<file path="src/rtl/stc_defines.svh">
// Register offsets, field positions, reset values and counts of the timer
`ifndef STC_DEFINES_SVH
`define STC_DEFINES_SVH

`define STC_OFS_CTRL_A 8'h00
`define STC_OFS_CTRL_B 8'h04
`define STC_OFS_CNT_LO 8'h08
`define STC_OFS_CNT_HI 8'h0C
`define STC_OFS_CMPA_LO 8'h10
`define STC_OFS_CMPA_HI 8'h14
`define STC_OFS_CMPB_LO 8'h18
`define STC_OFS_CMPB_HI 8'h1C
`define STC_OFS_CAP_LO 8'h20
`define STC_OFS_CAP_HI 8'h24
`define STC_OFS_FLAGS 8'h28

`define STC_A_FORCE_A 3
`define STC_A_FORCE_B 2
`define STC_A_FORCE_MASK 8'h0C
`define STC_B_FILTER 7
`define STC_B_EDGE 6
`define STC_B_RSVD_MASK 8'h20
`define STC_F_CAP 5
`define STC_F_CMPA 4
`define STC_F_CMPB 3
`define STC_F_OVF 2

`define STC_RST_BYTE 8'h00
`define STC_RST_WORD 16'h0000
`define STC_MAX 16'hFFFF
`define STC_TOP8 16'h00FF
`define STC_TOP9 16'h01FF
`define STC_TOP10 16'h03FF
`define STC_FILT_N 4

`endif

</file>
<file path="src/rtl/stc_pkg.sv">
// Types shared by the timer modules
package stc_pkg;
  typedef logic [7:0] stc_byte_t;
  typedef logic [15:0] stc_word_t;
  typedef logic [31:0] stc_data_t;
  typedef enum {STC_NORMAL, STC_CTC, STC_FAST, STC_PC, STC_PFC, STC_RSVD} stc_class_t;
endpackage : stc_pkg

</file>
<file path="src/rtl/stc_cap_if.sv">
// Capture path signals between the timer core and its input filter
`timescale 1ns/1ps
interface stc_cap_if;
  logic pin;
  logic filter_en;
  logic edge_sel;
  logic enable;
  logic trig;
  modport core (output pin, output filter_en, output edge_sel, output enable, input trig);
  modport filt (input pin, input filter_en, input edge_sel, input enable, output trig);
endinterface : stc_cap_if

</file>
<file path="src/rtl/stc_capture_filter.sv">
// Capture input noise filter and edge detector
`timescale 1ns/1ps
`include "stc_defines.svh"
module stc_capture_filter (
  // Clock and reset
  input wire logic clk,
  input wire logic rst,
  // Capture path
  stc_cap_if.filt cap
);
  import stc_pkg::*;
  logic [`STC_FILT_N-1:0] hist_q;
  logic filt_q;
  logic prev_q;
  logic trig_q;

  always_ff @(posedge clk) begin
    if (rst) begin
      hist_q <= '0;
    end else begin
      hist_q <= {hist_q[`STC_FILT_N-2:0], cap.pin};
    end
  end

  // Pin idles low after reset; a high pin then gives one rising edge
  always_ff @(posedge clk) begin
    if (rst) begin
      filt_q <= 1'b0;
    end else if (!cap.filter_en) begin
      filt_q <= cap.pin;
    end else if ((&hist_q) || (~|hist_q)) begin
      filt_q <= hist_q[0];
    end
  end

  always_ff @(posedge clk) begin
    if (rst) begin
      prev_q <= 1'b0;
      trig_q <= 1'b0;
    end else begin
      prev_q <= filt_q;
      trig_q <= cap.enable && (cap.edge_sel ? (filt_q && !prev_q) : (!filt_q && prev_q));
    end
  end

  assign cap.trig = trig_q;
endmodule : stc_capture_filter

</file>
<file path="src/rtl/stc_timer.sv">
// Sixteen-bit timer/counter with APB register access
`timescale 1ns/1ps
`include "stc_defines.svh"
// Functional notes
// - Force strobes act only in non-PWM modes
// - Force applies compare output action immediately
// - Force sets no flag, never clears counter
// - Force bits are strobes, read zero
// - Mode 0 counts to 0xFFFF, flags MAX
// - Phase-correct: update at TOP, flag BOTTOM
// - Clear-on-match modes 4, 12: immediate, MAX
// - Fast PWM: update BOTTOM, flag at TOP
// - Phase-frequency modes 8, 9: BOTTOM both
// - Filter needs four equal samples
// - Edge select: zero falling, one rising
// - Capture copies counter and sets flag
// - Capture off when capture sets top
// - Clock select: stop, prescales, external edges
// - External pin clocks even as output
// - Counter bytes move atomically via temp
// - Counter write blocks next tick's matches
// - Compare registers matched continuously with counter
// - Compare writes load both bytes together
// - Non-PWM output: off, toggle, clear, set
// - Capture flag cleared by ack or one
module stc_timer (
  // Clock and reset
  input wire logic CLK,
  input wire logic SYS_RST,
  // APB slave
  input wire logic PSEL,
  input wire logic PENABLE,
  input wire logic PWRITE,
  input wire stc_pkg::stc_byte_t PADDR,
  input wire stc_pkg::stc_data_t PWDATA,
  output stc_pkg::stc_data_t PRDATA,
  output logic PREADY,
  output logic PSLVERR,
  // Timer pins
  input wire logic CAPTURE_INPUT_PIN,
  input wire logic EXTERNAL_COUNT_PIN,
  output logic WAVE_OUT_A,
  output logic WAVE_OE_A,
  output logic WAVE_OUT_B,
  output logic WAVE_OE_B,
  // Event flags
  input wire logic CAP_VECTOR_ACK,
  output logic CAPTURE_FLAG,
  output logic COMPARE_FLAG_A,
  output logic COMPARE_FLAG_B,
  output logic OVERFLOW_FLAG
);
  import stc_pkg::*;

  function automatic logic mapped(input stc_byte_t a);
    case (a)
      `STC_OFS_CTRL_A, `STC_OFS_CTRL_B, `STC_OFS_CNT_LO, `STC_OFS_CNT_HI,
      `STC_OFS_CMPA_LO, `STC_OFS_CMPA_HI, `STC_OFS_CMPB_LO, `STC_OFS_CMPB_HI,
      `STC_OFS_CAP_LO, `STC_OFS_CAP_HI, `STC_OFS_FLAGS: mapped = 1'b1;
      default: mapped = 1'b0;
    endcase
  endfunction : mapped

  function automatic stc_class_t mode_class(input logic [3:0] m);
    case (m)
      4'h0: mode_class = STC_NORMAL;
      4'h4, 4'hC: mode_class = STC_CTC;
      4'h5, 4'h6, 4'h7, 4'hE, 4'hF: mode_class = STC_FAST;
      4'h1, 4'h2, 4'h3, 4'hA, 4'hB: mode_class = STC_PC;
      4'h8, 4'h9: mode_class = STC_PFC;
      default: mode_class = STC_RSVD;
    endcase
  endfunction : mode_class

  function automatic stc_word_t mode_top(input logic [3:0] m, input stc_word_t cmpa,
                                         input stc_word_t cap);
    case (m)
      4'h1, 4'h5: mode_top = `STC_TOP8;
      4'h2, 4'h6: mode_top = `STC_TOP9;
      4'h3, 4'h7: mode_top = `STC_TOP10;
      4'h4, 4'h9, 4'hB, 4'hF: mode_top = cmpa;
      4'h8, 4'hA, 4'hC, 4'hE: mode_top = cap;
      default: mode_top = `STC_MAX;
    endcase
  endfunction : mode_top

  stc_byte_t ctrl_a_q;
  stc_byte_t ctrl_b_q;
  stc_byte_t temp_q;
  stc_word_t cnt_q;
  stc_word_t cap_q;
  stc_word_t top_val;
  stc_data_t prdata_q;
  logic [9:0] pre_q;
  logic [3:0] mode;
  logic [2:0] cs;
  logic [7:0] wd;
  stc_byte_t rd_byte;
  stc_byte_t lo_hi;
  stc_class_t cls;
  logic dir_down_q, block_q, ext_q, cap_flag_q, ovf_flag_q;
  logic wr_en, rd_setup, wr_ctrl_a, wr_cnt, clr, lo_rd;
  logic tick, at_top, at_bot, ovf_set, upd, non_pwm, icr_top, cap_hit, cap_set;
  stc_word_t buf_w [2];
  stc_word_t act_w [2];
  logic flag_w [2];
  logic wave_w [2];
  logic match_w [2];
  logic frc_w [2];
  logic [1:0] com_w [2];

  stc_cap_if cap_if ();

  assign wd = PWDATA[7:0];
  assign wr_en = PSEL && PENABLE && PWRITE && mapped(PADDR);
  assign rd_setup = PSEL && !PENABLE && !PWRITE;
  assign wr_ctrl_a = wr_en && (PADDR == `STC_OFS_CTRL_A);
  assign wr_cnt = wr_en && (PADDR == `STC_OFS_CNT_LO);
  assign clr = wr_en && (PADDR == `STC_OFS_FLAGS);
  assign mode = {ctrl_b_q[4:3], ctrl_a_q[1:0]};
  assign cs = ctrl_b_q[2:0];
  assign cls = mode_class(mode);
  assign non_pwm = (cls == STC_NORMAL) || (cls == STC_CTC) || (cls == STC_RSVD);
  assign icr_top = (mode == 4'h8) || (mode == 4'hA) || (mode == 4'hC) || (mode == 4'hE);
  assign top_val = mode_top(mode, act_w[0], cap_q);
  assign at_top = (cnt_q == top_val);
  assign at_bot = (cnt_q == `STC_RST_WORD);

  // Zero wait states; read data is sampled in the setup cycle
  assign PREADY = 1'b1;
  assign PSLVERR = PSEL && PENABLE && !mapped(PADDR);
  assign PRDATA = prdata_q;

  always_ff @(posedge CLK) begin
    if (SYS_RST) begin
      ctrl_a_q <= `STC_RST_BYTE;
      ctrl_b_q <= `STC_RST_BYTE;
    end else begin
      if (wr_ctrl_a) begin
        ctrl_a_q <= wd & ~`STC_A_FORCE_MASK;
      end
      if (wr_en && (PADDR == `STC_OFS_CTRL_B)) begin
        ctrl_b_q <= wd & ~`STC_B_RSVD_MASK;
      end
    end
  end

  always_comb begin
    rd_byte = 8'h00;
    lo_hi = 8'h00;
    lo_rd = 1'b0;
    case (PADDR)
      `STC_OFS_CTRL_A: rd_byte = ctrl_a_q;
      `STC_OFS_CTRL_B: rd_byte = ctrl_b_q;
      `STC_OFS_CNT_LO: begin
        rd_byte = cnt_q[7:0];
        lo_hi = cnt_q[15:8];
        lo_rd = 1'b1;
      end
      `STC_OFS_CMPA_LO: begin
        rd_byte = buf_w[0][7:0];
        lo_hi = buf_w[0][15:8];
        lo_rd = 1'b1;
      end
      `STC_OFS_CMPB_LO: begin
        rd_byte = buf_w[1][7:0];
        lo_hi = buf_w[1][15:8];
        lo_rd = 1'b1;
      end
      `STC_OFS_CAP_LO: begin
        rd_byte = cap_q[7:0];
        lo_hi = cap_q[15:8];
        lo_rd = 1'b1;
      end
      `STC_OFS_CNT_HI, `STC_OFS_CMPA_HI, `STC_OFS_CMPB_HI, `STC_OFS_CAP_HI: rd_byte = temp_q;
      `STC_OFS_FLAGS: begin
        rd_byte[`STC_F_CAP] = cap_flag_q;
        rd_byte[`STC_F_CMPA] = flag_w[0];
        rd_byte[`STC_F_CMPB] = flag_w[1];
        rd_byte[`STC_F_OVF] = ovf_flag_q;
      end
      default: ;
    endcase
  end

  always_ff @(posedge CLK) begin
    if (SYS_RST) begin
      prdata_q <= 32'h0000_0000;
    end else if (rd_setup) begin
      prdata_q <= {24'h00_0000, rd_byte};
    end
  end

  // One shared temp byte; high byte latched with the low read, so no tearing
  always_ff @(posedge CLK) begin
    if (SYS_RST) begin
      temp_q <= `STC_RST_BYTE;
    end else if (wr_en && ((PADDR == `STC_OFS_CNT_HI) || (PADDR == `STC_OFS_CMPA_HI) ||
                           (PADDR == `STC_OFS_CMPB_HI) || (PADDR == `STC_OFS_CAP_HI))) begin
      temp_q <= wd;
    end else if (rd_setup && lo_rd) begin
      temp_q <= lo_hi;
    end
  end

  always_ff @(posedge CLK) begin
    if (SYS_RST) begin
      pre_q <= 10'h000;
      ext_q <= 1'b0;
    end else begin
      pre_q <= pre_q + 10'h001;
      ext_q <= EXTERNAL_COUNT_PIN;
    end
  end

  // Pin direction is not looked at, so software can clock the counter
  always_comb begin
    case (cs)
      3'h0: tick = 1'b0;
      3'h1: tick = 1'b1;
      3'h2: tick = &pre_q[2:0];
      3'h3: tick = &pre_q[5:0];
      3'h4: tick = &pre_q[7:0];
      3'h5: tick = &pre_q[9:0];
      3'h6: tick = ext_q && !EXTERNAL_COUNT_PIN;
      3'h7: tick = !ext_q && EXTERNAL_COUNT_PIN;
      default: tick = 1'b0;
    endcase
  end

  always_ff @(posedge CLK) begin
    if (SYS_RST) begin
      cnt_q <= `STC_RST_WORD;
      dir_down_q <= 1'b0;
    end else if (wr_cnt) begin
      cnt_q <= {temp_q, wd};
    end else if (tick) begin
      case (cls)
        STC_NORMAL, STC_CTC, STC_FAST: begin
          dir_down_q <= 1'b0;
          cnt_q <= at_top ? `STC_RST_WORD : cnt_q + 16'h0001;
        end
        STC_PC, STC_PFC: begin
          if (dir_down_q && at_bot) begin
            dir_down_q <= 1'b0;
            cnt_q <= cnt_q + 16'h0001;
          end else if (!dir_down_q && at_top) begin
            dir_down_q <= 1'b1;
            cnt_q <= cnt_q - 16'h0001;
          end else if (dir_down_q) begin
            cnt_q <= cnt_q - 16'h0001;
          end else begin
            cnt_q <= cnt_q + 16'h0001;
          end
        end
        default: ;
      endcase
    end
  end

  always_comb begin
    ovf_set = 1'b0;
    upd = 1'b0;
    case (cls)
      STC_NORMAL, STC_CTC: ovf_set = tick && (cnt_q == `STC_MAX);
      STC_FAST: begin
        ovf_set = tick && at_top;
        upd = tick && at_top;
      end
      STC_PC: begin
        ovf_set = tick && at_bot && dir_down_q;
        upd = tick && at_top && !dir_down_q;
      end
      STC_PFC: begin
        ovf_set = tick && at_bot && dir_down_q;
        upd = tick && at_bot && dir_down_q;
      end
      default: ;
    endcase
  end

  always_ff @(posedge CLK) begin
    if (SYS_RST) begin
      block_q <= 1'b0;
    end else if (wr_cnt) begin
      block_q <= 1'b1;
    end else if (tick) begin
      block_q <= 1'b0;
    end
  end

  for (genvar ch = 0; ch < 2; ch++) begin : g_ch
    localparam stc_byte_t LO = (ch == 0) ? `STC_OFS_CMPA_LO : `STC_OFS_CMPB_LO;
    localparam int FRC_BIT = (ch == 0) ? `STC_A_FORCE_A : `STC_A_FORCE_B;
    localparam int FLAG_BIT = (ch == 0) ? `STC_F_CMPA : `STC_F_CMPB;
    logic [1:0] com, com_act;
    logic frc, match, special, flag_q, wave_q, wave_d;
    stc_word_t buf_q, act_q;

    assign com = (ch == 0) ? ctrl_a_q[7:6] : ctrl_a_q[5:4];
    assign frc = wr_ctrl_a && PWDATA[FRC_BIT] && non_pwm;
    // Force takes the output mode written alongside it
    assign com_act = frc ? ((ch == 0) ? PWDATA[7:6] : PWDATA[5:4]) : com;
    assign match = tick && !block_q && (cnt_q == act_q);
    assign special = (ch == 0) && (com == 2'b01) &&
                     ((cls == STC_FAST) ? (mode == 4'hF) : ((mode == 4'h9) || (mode == 4'hE)));

    always_ff @(posedge CLK) begin
      if (SYS_RST) begin
        buf_q <= `STC_RST_WORD;
      end else if (wr_en && (PADDR == LO)) begin
        buf_q <= {temp_q, wd};
      end
    end

    always_ff @(posedge CLK) begin
      if (SYS_RST) begin
        act_q <= `STC_RST_WORD;
      end else if (wr_en && (PADDR == LO) && non_pwm) begin
        act_q <= {temp_q, wd};
      end else if (non_pwm || upd) begin
        act_q <= buf_q;
      end
    end

    // Force never reaches the flag: only a real match sets it
    always_ff @(posedge CLK) begin
      if (SYS_RST) begin
        flag_q <= 1'b0;
      end else if (match) begin
        flag_q <= 1'b1;
      end else if (clr && wd[FLAG_BIT]) begin
        flag_q <= 1'b0;
      end
    end

    always_comb begin
      wave_d = wave_q;
      case (cls)
        STC_NORMAL, STC_CTC, STC_RSVD: begin
          if (match || frc) begin
            case (com_act)
              2'b01: wave_d = !wave_q;
              2'b10: wave_d = 1'b0;
              2'b11: wave_d = 1'b1;
              default: ;
            endcase
          end
        end
        STC_FAST: begin
          if (match && com[1]) begin
            wave_d = com[0];
          end else if (match && special) begin
            wave_d = !wave_q;
          end
          if (tick && at_top && com[1]) begin
            wave_d = !com[0];
          end
        end
        STC_PC, STC_PFC: begin
          if (match && com[1]) begin
            wave_d = com[0] ^ dir_down_q;
          end else if (match && special) begin
            wave_d = !wave_q;
          end
        end
        default: ;
      endcase
    end

    always_ff @(posedge CLK) begin
      if (SYS_RST) begin
        wave_q <= 1'b0;
      end else begin
        wave_q <= wave_d;
      end
    end

    assign buf_w[ch] = buf_q;
    assign act_w[ch] = act_q;
    assign flag_w[ch] = flag_q;
    assign wave_w[ch] = wave_q;
    assign match_w[ch] = match;
    assign frc_w[ch] = frc;
    assign com_w[ch] = com;
  end

  assign cap_if.pin = CAPTURE_INPUT_PIN;
  assign cap_if.filter_en = ctrl_b_q[`STC_B_FILTER];
  assign cap_if.edge_sel = ctrl_b_q[`STC_B_EDGE];
  assign cap_if.enable = !icr_top;

  stc_capture_filter u_filter (
    .clk(CLK),
    .rst(SYS_RST),
    .cap(cap_if.filt)
  );

  // Gated again here: a trigger already in flight dies when the mode changes
  assign cap_hit = cap_if.trig && !icr_top;
  assign cap_set = cap_hit || (icr_top && tick && at_top);

  always_ff @(posedge CLK) begin
    if (SYS_RST) begin
      cap_q <= `STC_RST_WORD;
    end else if (cap_hit) begin
      cap_q <= cnt_q;
    end else if (wr_en && (PADDR == `STC_OFS_CAP_LO)) begin
      cap_q <= {temp_q, wd};
    end
  end

  always_ff @(posedge CLK) begin
    if (SYS_RST) begin
      cap_flag_q <= 1'b0;
      ovf_flag_q <= 1'b0;
    end else begin
      if (cap_set) begin
        cap_flag_q <= 1'b1;
      end else if ((clr && wd[`STC_F_CAP]) || CAP_VECTOR_ACK) begin
        cap_flag_q <= 1'b0;
      end
      if (ovf_set) begin
        ovf_flag_q <= 1'b1;
      end else if (clr && wd[`STC_F_OVF]) begin
        ovf_flag_q <= 1'b0;
      end
    end
  end

  assign WAVE_OUT_A = wave_w[0];
  assign WAVE_OUT_B = wave_w[1];
  assign WAVE_OE_A = |com_w[0];
  assign WAVE_OE_B = |com_w[1];
  assign CAPTURE_FLAG = cap_flag_q;
  assign COMPARE_FLAG_A = flag_w[0];
  assign COMPARE_FLAG_B = flag_w[1];
  assign OVERFLOW_FLAG = ovf_flag_q;
endmodule : stc_timer

</file>
<file path="config.mk">
export PLATFORM = sky130hd
export DESIGN_NAME = stc_timer
export DESIGN_NICKNAME = d
export VERILOG_FILES = /design/src/rtl/stc_pkg.sv /design/src/rtl/stc_cap_if.sv /design/src/rtl/stc_capture_filter.sv /design/src/rtl/stc_timer.sv
export VERILOG_INCLUDE_DIRS = /design/src /design/src/rtl
export SDC_FILE = /design/constraint.sdc
export NUM_CORES = 1
export LEC_CHECK = 0
export BUFFER_PORTS_ARGS = -buffer_cell sky130_fd_sc_hd__buf_2
export CORE_MARGIN = 2
export CORE_UTILIZATION = 44
export CTS_CLUSTER_SIZE = 25
export DETAILED_ROUTE_END_ITERATION = 7
export PLACE_DENSITY_LB_ADDON = 0.08
export SYNTH_ARGS = -nofsm -noshare
export SYNTH_HDL_FRONTEND = slang
export SYNTH_SLANG_ARGS = --single-unit
</file>
<file path="constraint.sdc">
create_clock -name CLK -period 5.1 [get_ports CLK]
set_clock_uncertainty 0.2 [all_clocks]
set_input_delay 0.51 -clock CLK [delete_from_list [all_inputs] [get_ports CLK]]
set_output_delay 0.51 -clock CLK [all_outputs]
set_load 0.005 [all_outputs]
</file>
After elaboration in Yosys (flattened, before gate mapping):

Memories as Yosys holds them, arrays and structs flattened.
Index checks and enable logic that the tools add are counted.

* mux-type cells: 57
* reduce and logical (&&, ||, !) cells: 120
* bitwise logic cells: 3
* add/subtract/negate cells: 3
* equality and inequality tests: 58

Operators with widths (count)
* two-way mux 16 bit: 12
* equality test 32 x 2 -> 1 bit (second input constant): 3
* equality test 32 x 3 -> 1 bit (second input constant): 3
* one-hot mux 16 bit (5 select lines): 1
* logical NOT 32 bit: 2
* logical AND 1 bit: 49
* equality test 16 bit: 3
* equality test 32 x 1 -> 1 bit (second input constant): 1
* equality test 32 x 4 -> 1 bit (second input constant): 1
* equality test 8 x 5 -> 1 bit (second input constant): 4
* one-hot mux 16 bit (2 select lines): 1
* one-hot mux 4 bit (8 select lines): 1
* one-hot mux 8 bit (4 select lines): 1
* equality test 4 bit (second input constant): 7
* one-hot mux 2 bit (7 select lines): 2
* two-way mux 1 bit: 27
* equality test 8 x 6 -> 1 bit (second input constant): 3
* nonzero test 2 bit: 10
* OR reduction 4 bit: 5
* one-hot mux 1 bit (3 select lines): 6
* adder 16 x 1 -> 16 bit (second input constant): 1
* equality test 16 bit (second input constant): 1
* equality test 4 x 3 -> 1 bit (second input constant): 4
* equality test 8 x 4 -> 1 bit (second input constant): 2
* other kinds (38): 91

* input port bits: 48
* memories: 1
* register bits: 151
* ROM bits: 48
* output and inout bits: 42
* logic and storage cells: 266

Memory list
* (no name shown): depth 16, bits a word 3, read ports 1, clocked after memory_dff 0, wr ports 0, RTL line stc_timer.sv:65 `case (m)`

Depth between registers and ports, before layout:

Gate-level depths: netlist (run 1).

* depth after elaboration: 12
* mapped depth: 15
* mapped depth without buffers: 12

Hierarchy:

A second synthesis (run 1) with hierarchy kept.

* cell total of the unflattened synthesis: 1247
* area total of the unflattened synthesis: 9213.8 um^2

Modules (own cells, without submodules)
* stc_timer: area each 8977.4 um^2, cells each 1226, sequential area each 2882.8 um^2, times used 1
* stc_capture_filter: area each 236.5 um^2, cells each 21, sequential area each 140.1 um^2, times used 1

Worst setup path before layout (run 1):

No wires, ideal clock.

* path type: reg-to-reg
* start point: reg ctrl_a_q[1]
* end point: reg cnt_q[9]
* arrival time: 3297 ps
* path slack: 1484 ps
* required time: 4781 ps
* setup time: 119 ps
* clock period less this slack: 3616 ps
* cell stages (with the launch flop): 12
* path buffers: 2
* path through: dfxtp_1 clkbuf_1 o41ai_1 a211oi_1 xnor2_1 or4_4 or4b_1 buf_4 nand2_1 o21ai_1 o21a_1 o221a_2

* word-level cells in the longest chain between the ends: 10
* elaborated cells between the ends (all ways): 38
* those cells by class: 19 x eq/ne; 7 x mux; 11 x reduce/logical; 1 x memory

RTL lines
* from (decl): RTL line stc_timer.sv:87 `stc_byte_t ctrl_a_q;`
* from (signal assigned): RTL line stc_timer.sv:136 `` ctrl_a_q <= `STC_RST_BYTE; ``
* from (signal assigned): RTL line stc_timer.sv:140 `` ctrl_a_q <= wd & ~`STC_A_FORCE_MASK; ``
* equality test 4 bit, or another cell as far along: RTL line stc_timer.sv:77 `case (m)`
* OR reduction 4 bit / OR reduction 2 bit (equally long branches): RTL line stc_timer.sv:77
* one-hot mux 16 bit (5 select lines): RTL line stc_timer.sv:77
* equality test 16 bit: RTL line stc_timer.sv:126 `assign at_top = (cnt_q == top_val);`
* logical AND 1 bit: RTL line stc_timer.sv:247 `end else if (!dir_down_q && at_top) begin`
* two-way mux 16 bit: RTL line stc_timer.sv:247
* two-way mux 16 bit: RTL line stc_timer.sv:244 `if (dir_down_q && at_bot) begin`
* one-hot mux 16 bit (2 select lines): RTL line stc_timer.sv:238 `case (cls)`
* two-way mux 16 bit: RTL line stc_timer.sv:237 `end else if (tick) begin`
* two-way mux 16 bit: RTL line stc_timer.sv:235 `end else if (wr_cnt) begin`
* to (signal assigned): RTL line stc_timer.sv:236 `cnt_q <= {temp_q, wd};`
* to (signal assigned): RTL line stc_timer.sv:241 `` cnt_q <= at_top ? `STC_RST_WORD : cnt_q + 16'h0001; ``
* to (signal assigned): RTL line stc_timer.sv:246 `cnt_q <= cnt_q + 16'h0001;`
* to (decl): RTL line stc_timer.sv:90 `stc_word_t cnt_q;`

Parallel ways exist; a longest one is shown, timed or not. The select of a mux whose other input is x is not followed.
A chain may end at the register's enable or synchronous reset.

Worst setup path in the final report (run 1):

* start point: reg ctrl_b_q[4]
* end point: reg g_ch[0].act_q[9]

* word-level cells in the longest chain between the ends: 9
* elaborated cells between the ends (all ways): 37
* those cells by class: 20 x eq/ne; 3 x mux; 13 x reduce/logical; 1 x memory

RTL lines
* from (decl): RTL line stc_timer.sv:88 `stc_byte_t ctrl_b_q;`
* from (signal assigned): RTL line stc_timer.sv:137 `` ctrl_b_q <= `STC_RST_BYTE; ``
* from (signal assigned): RTL line stc_timer.sv:143 `` ctrl_b_q <= wd & ~`STC_B_RSVD_MASK; ``
* equality test 4 bit, or another cell as far along: RTL line stc_timer.sv:77
* OR reduction 4 bit / OR reduction 2 bit (equally long branches): RTL line stc_timer.sv:77
* one-hot mux 16 bit (5 select lines): RTL line stc_timer.sv:77
* equality test 16 bit: RTL line stc_timer.sv:126
* logical AND 1 bit: RTL line stc_timer.sv:268, stc_timer.sv:272
* logical AND 1 bit: RTL line stc_timer.sv:272 `upd = tick && at_top && !dir_down_q;`
* one-hot mux 1 bit (3 select lines): RTL line stc_timer.sv:264 `case (cls)`
* logical OR 1 bit: RTL line stc_timer.sv:321 `end else if (non_pwm || upd) begin`
* nonzero test 2 bit (no source line)
* to (signal assigned): RTL line stc_timer.sv:318 `` act_q <= `STC_RST_WORD; ``
* to (signal assigned): RTL line stc_timer.sv:320 `act_q <= {temp_q, wd};`
* to (signal assigned): RTL line stc_timer.sv:322 `act_q <= buf_q;`
* to (decl): RTL line stc_timer.sv:298 `stc_word_t buf_q, act_q;`

Parallel ways exist; a longest one is shown, timed or not.

==> flow_summary.yaml, run 1 <==
status:
  status: "complete, no violations"
grt:
  grt_overflow_total: 0
  vias_in_the_first_global_route: 8322
  grt_first_pass_wirelength_um: 49500
  gr-usage-all-layers: 0.293
  grt_max_degree: 85
  antenna_found_initial: 0
floorplanning:
  dieWidth_um: 148
  fp.coreArea_um2: 20400
  cell_rows: 52
  area_of_the_die_um2: 22000
  starting_density_of_the_core: 0.450
  die_height_um: 148
  ios: 90
timing:
  setup_ws_post_layout_ps: 627
  max_slew.worst_pin.slew_ps: 1140
  post-route-min-period_ps: 4470
  fin_tns_setup_ps: 0
  setup-violations-final: 0
  max-slew-margin-rel: 0.233
  finalHoldViolations: 0
  rsz0062_at_grt: "no"
  clock.fmax_ghz: 0.224
  timing.final.crit_share: 0.877
  maxSlewViolCount: 0
drt:
  routed_wire_length_per_instance_um: 21.9
  route.detailed.vias_per_inst: 6.13
  drt-initial-drc-count: 896
  detail_route.drc_violations: 0
  antenna_left: 0
  route.final.wire_length_um: 32200
  firstDrtPassIters: 5
  routed-via-count: 9011
critical_path:
  worstSetupPathType: "reg2reg"
  worstSetupStartpointType: "register"
  cp-end-kind: "register"
  data_arrival_at_the_endpoint_of_the_critical_path_ps: 4630
  crit_fanout: 17
  reg2reg_slack_ps: 630
  worst-r2r-cell-count: 9
  worst_r2r_endpoint: "g_ch[0].act_q[9]"
  crit_required_ps: 5250
  critical_path.startpoint: "ctrl_b_q[4]"
  r2r-start: "ctrl_b_q[4]"
pwr:
  pwr_density_cell_nw_per_um2: 266
  cellLeakagePower_uw: 0.00386
  vdd_drop_max_mv: 0.181
cts:
  cts.repair.resized: 0
  cts.root.buffer_cell: "sky130_fd_sc_hd__clkbuf_16"
  clk_pin_slew_worst_paths_ps: 70
  htreeDepth: 4
  cts_hold_buffers: 0
  clock_sink_count: 151
  clock_tree_from_tritoncts: "yes"
  clkLatencyLatePin_ps: 440
  cts.path.max_buffers: 2
  post-cts-setup-buffer-count: 0
  cts-buffers-inserted: 17
cells_and_area:
  post_layout_nonfiller_instances: 1469
  flow.area_growth_from_synthesis_pct: 9.43
  antenna_cells_inserted: 0
  final_layout_size_suffix_gt1_frac: 0.102
  post_route_utilization: 0.493
  net_count_final: 1238
  layout.cells.most_common: "sky130_fd_sc_hd__nand2_1"
  layout_common_cells: "sky130_fd_sc_hd__nand2_1, sky130_fd_sc_hd__dfxtp_1, sky130_fd_sc_hd__nor2_1"
  final_cell_area_um2: 10000
logic_synthesis:
  synth_top_cell_area_share: 0.330
  synthesis.instances: 1206
  synth_cell_types: 74
  async_flop_share: 0
  netlist_area_um2: 9170
  synth_top_cell_by_area: "sky130_fd_sc_hd__dfxtp_1"
  synth_edf_count: 0
  synth_area_leaders: "sky130_fd_sc_hd__dfxtp_1, sky130_fd_sc_hd__nand2_1, sky130_fd_sc_hd__nor2_1"
  yosysWarnings: 0
  synth.ff_latch_count: 151
  postSynth.topFlopCell: "sky130_fd_sc_hd__dfxtp_1"
  synth.avg_cell_area_um2: 7.61
  yosysSeqAreaShare: 0.330
placement:
  dpl.hpwl_um: 22600
  dp.cells: 1437
  weighted_congestion_at_the_end_of_routability_driven_global_placement: 0.960
  pre_cts_ws_ps: 745
  placed_area_um2: 9410
  port-buffer-count: 40
flow_run:
  cap_viol_max_count: 0
hold_path:
  hold-path-cell-count: 2
  hp-class: "in2reg"
  min_from: "EXTERNAL_COUNT_PIN"
  worst_hold_path.endpoint: "ext_q"
[stage by stage]
step	hold slack, ps	total power, uW
after global routing	113	2730
after detailed placement	255	1320
after CTS	105	2680
final	107	2670
after global placement	244	1320
after floorplan	230	1290
[worst max-delay path, stage by stage (launching register included)]
cell	delay, ps
sky130_fd_sc_hd__dfxtp_1	470
sky130_fd_sc_hd__o41ai_1	970
sky130_fd_sc_hd__a211oi_1	160
sky130_fd_sc_hd__xnor2_1	200
sky130_fd_sc_hd__or4_4	580
sky130_fd_sc_hd__nor4b_4	280
sky130_fd_sc_hd__a211oi_1	170
sky130_fd_sc_hd__or2_1	540
sky130_fd_sc_hd__nor3_4	640
sky130_fd_sc_hd__o2bb2ai_1	180
[cell families (layout without fill, tap and decap cells)]
logic type	after synthesis	after routing	share of synthesized area
compound gates	323	323	0.248
xor+xnor	59	59	0.0563
fa+ha+maj	4	4	0.00546
buf+inv	154	124	0.0779
flops	151	151	0.330
mux	38	38	0.0419
other cells	2	25	0.000819
simple gates	475	475	0.240
[synth_stat cells, types with 27 or more instances]
cell,instances
sky130_fd_sc_hd__nor2_1,137
sky130_fd_sc_hd__clkbuf_1,83
sky130_fd_sc_hd__nand3_1,43
sky130_fd_sc_hd__dfxtp_1,151
sky130_fd_sc_hd__xor2_1,32
sky130_fd_sc_hd__a211oi_1,37
sky130_fd_sc_hd__a22oi_1,60
sky130_fd_sc_hd__buf_4,27
sky130_fd_sc_hd__o21ai_0,27
sky130_fd_sc_hd__a21oi_1,77
sky130_fd_sc_hd__nand2_1,165
sky130_fd_sc_hd__xnor2_1,27
sky130_fd_sc_hd__mux2i_1,35
[registers in the layout, indices dropped and copies added, names as in the netlist, 7 cells and up]
name / cells
g_ch.buf_q: 32
pre_q: 10
cnt_q: 16
cap_q: 16
temp_q: 8
g_ch.act_q: 32
PRDATA: 8
ctrl_b_q: 7
[power by group]
group	switching (uW)	internal, uW
registers	9.93	1190
logic	70.3	24.4
clock network	574	802
total	655	2010
[layer usage]
layer,vias to the layer above,routed length (um),GRT usage
met5,-,0,0
li1,4262,-,-
met2,363,14600,0.457
met4,0,626,0.0895
met1,4340,14400,0.416
met3,46,2600,0.0463
[area by class of cell]
| type | instances | area [um^2] |
|---|---|---|
| clock buffers | 19 | 443 |
| clock inverters | 13 | 184 |
| fillers | 2080 | 10300 |
| inverters | 18 | 67.6 |
| multi-input cells | 924 | 5520 |
| flip-flops and latches | 151 | 3020 |
| well taps | 270 | 338 |
| repair buffers | 74 | 458 |
[how the worst max path moves through the flow]
stage	depth (start not counted)	slack, ps	end
after global placement	9	810	g_ch[0].act_q[9]
after global routing	9	310	g_ch[0].act_q[7]
final	9	630	g_ch[0].act_q[9]
after detailed placement	9	750	g_ch[0].act_q[9]
after CTS	9	710	g_ch[0].act_q[9]
after floorplan	11	1480	cnt_q[9]
No activity file was read; power rests on OpenSTA's default activity.
==> inputs of run 2 (changes only) <==
Settings changed: MAX_ROUTING_LAYER from default to met4.
==> flow_summary.yaml, run 2 (synthesis gave the netlist of run 1 again) <==
placement:
  dpl.hpwl_um: 22600
  dp.cells: 1435
  weighted_congestion_at_the_end_of_routability_driven_global_placement: 0.957
  port-buffer-count: 40
cells_and_area:
  final_layout_size_suffix_gt1_frac: 0.100
  post_layout_nonfiller_instances: 1466
  layout_common_cells: "sky130_fd_sc_hd__nand2_1, sky130_fd_sc_hd__dfxtp_1, sky130_fd_sc_hd__nor2_1"
  layout.cells.most_common: "sky130_fd_sc_hd__nand2_1"
  reg_top3: "g_ch.act_q (32), g_ch.buf_q (32)"
  antenna_cells_inserted: 0
  net_count_final: 1236
  fill_cells: 2057
  flow.area_growth_from_synthesis_pct: 8.84
grt:
  antenna_found_initial: 0
  grt_max_degree: 65
  vias_in_the_first_global_route: 8329
  gr-usage-all-layers: 0.303
  grt_overflow_total: 0
  grt_first_pass_wirelength_um: 49600
timing:
  rsz0062_at_grt: "no"
  max-slew-margin-rel: 0.226
  clock.fmax_ghz: 0.231
  post-route-min-period_ps: 4330
  timing.final.crit_share: 0.850
  max_slew.worst_pin.slew_ps: 1150
  setup-violations-final: 0
  fin_tns_setup_ps: 0
  maxSlewViolCount: 0
  finalHoldViolations: 0
cts:
  htreeDepth: 4
  cts.path.max_buffers: 2
  cts_hold_buffers: 0
  clkLatencyLatePin_ps: 440
  clock_sink_count: 151
  post-cts-setup-buffer-count: 0
  clk_pin_slew_worst_paths_ps: 60
  clock_tree_from_tritoncts: "yes"
  cts-buffers-inserted: 17
  cts.root.buffer_cell: "sky130_fd_sc_hd__clkbuf_16"
  cts.repair.resized: 0
pwr:
  share_seq_of_total_power: 0.462
  p_int_uw: 1950
  clkPwrFrac: 0.501
  pwr_density_cell_nw_per_um2: 259
  power.share.switching: 0.249
  net-switching-power_uw: 644
  part_of_the_total_power_dissipated_in_combinational_logic: 0.037
  cellLeakagePower_uw: 0.00382
  vdd_drop_max_mv: 0.238
drt:
  antenna_left: 0
  firstDrtPassIters: 6
  route.final.wire_length_um: 32000
  detail_route.drc_violations: 0
  routed_wire_length_per_instance_um: 21.9
  route.detailed.vias_per_inst: 6.18
  drt-initial-drc-count: 922
  routed-via-count: 9067
critical_path:
  data_arrival_at_the_endpoint_of_the_critical_path_ps: 4490
  cp-end-kind: "register"
  worstSetupPathType: "reg2reg"
  crit_required_ps: 5260
  crit_fanout: 17
  worstSetupStartpointType: "register"
floorplanning:
  fp.coreArea_um2: 20400
  starting_density_of_the_core: 0.450
  dieWidth_um: 148
  cell_rows: 52
  area_of_the_die_um2: 22000
  die_height_um: 148
  ios: 90
flow_run:
  cap_viol_max_count: 0
hold_path:
  hp-class: "in2reg"
status:
  status: "complete, no violations"
## run 2: cell types whose count changed in the layout (fill, tap and decap cells not counted), sizes merged
cell | previous run | this run
buf | 74 | 72
bufinv | 3 | 2
clkbuf | 19 | 17
clkinv | 3 | 1
clkinvlp | 0 | 3
inv | 25 | 26
## run 2: power groups by stage
stage	Clock, uW	Sequential [uW]	Combinational (uW)
after floorplan	0	1220	71.6
after global placement	0	1220	92.9
after detailed placement	0	1220	93.3
after CTS	1310	1200	93.6
after global routing	1360	1200	105
final	1300	1200	95.2
## run 2: metal layers
layer / global-route usage / share of wire
met3: 0.0466 / 0.084
met5: - / 0
met2: 0.451 / 0.45
met1: 0.419 / 0.44
met4: 0.107 / 0.028
## run 2: final cells by class
class / count / area (um^2) / area share
multi-input cells: 924 / 5520 / 0.553
flip-flops and latches: 151 / 3020 / 0.303
repair buffers: 72 / 443 / 0.0444
clock buffers: 17 / 425 / 0.0426
well taps: 270 / 338 / 0.0338
clock inverters: 14 / 163 / 0.0163
inverters: 18 / 67.6 / 0.00677
## run 2: path summary, 6_finish.rpt
kind / from / endpoint / slack (ps) / depth (start not counted)
hold / removal: CAPTURE_INPUT_PIN / u_filter.hist_q[0] / 110 / 2
setup / recovery: ctrl_b_q[4] / g_ch[0].act_q[10] / 770 / 9
setup reg to reg: ctrl_b_q[4] / g_ch[0].act_q[10] / 770 / 9
hold reg to reg: pre_q[0] / pre_q[0] / 260 / 1
## run 2: worst max-delay path, cell delays in order, from the launching register on
cell and delay [ps]:
sky130_fd_sc_hd__dfxtp_1 470, sky130_fd_sc_hd__o41ai_1 910, sky130_fd_sc_hd__a211oi_1 130, sky130_fd_sc_hd__xnor2_1 180
sky130_fd_sc_hd__or4_4 570, sky130_fd_sc_hd__nor4b_4 280, sky130_fd_sc_hd__a211oi_1 170, sky130_fd_sc_hd__or2_1 540
sky130_fd_sc_hd__nor3_4 630, sky130_fd_sc_hd__o2bb2ai_1 180
## run 2: metrics by stage
stage | hold slack [ps] | cell area (um^2) | util | power, uW | worst slack, ps
2_1_floorplan | 230 | 9260 | - | 1290 | 1480
3_3_place_gp | 245 | 9400 | 0.461 | 1320 | 836
3_5_place_dp | 255 | 9400 | 0.461 | 1320 | 805
4_1_cts | 103 | 9980 | 0.490 | 2600 | 804
5_1_grt | 130 | 9980 | 0.490 | 2670 | 401
6_report | 108 | 9980 | 0.490 | 2590 | 767
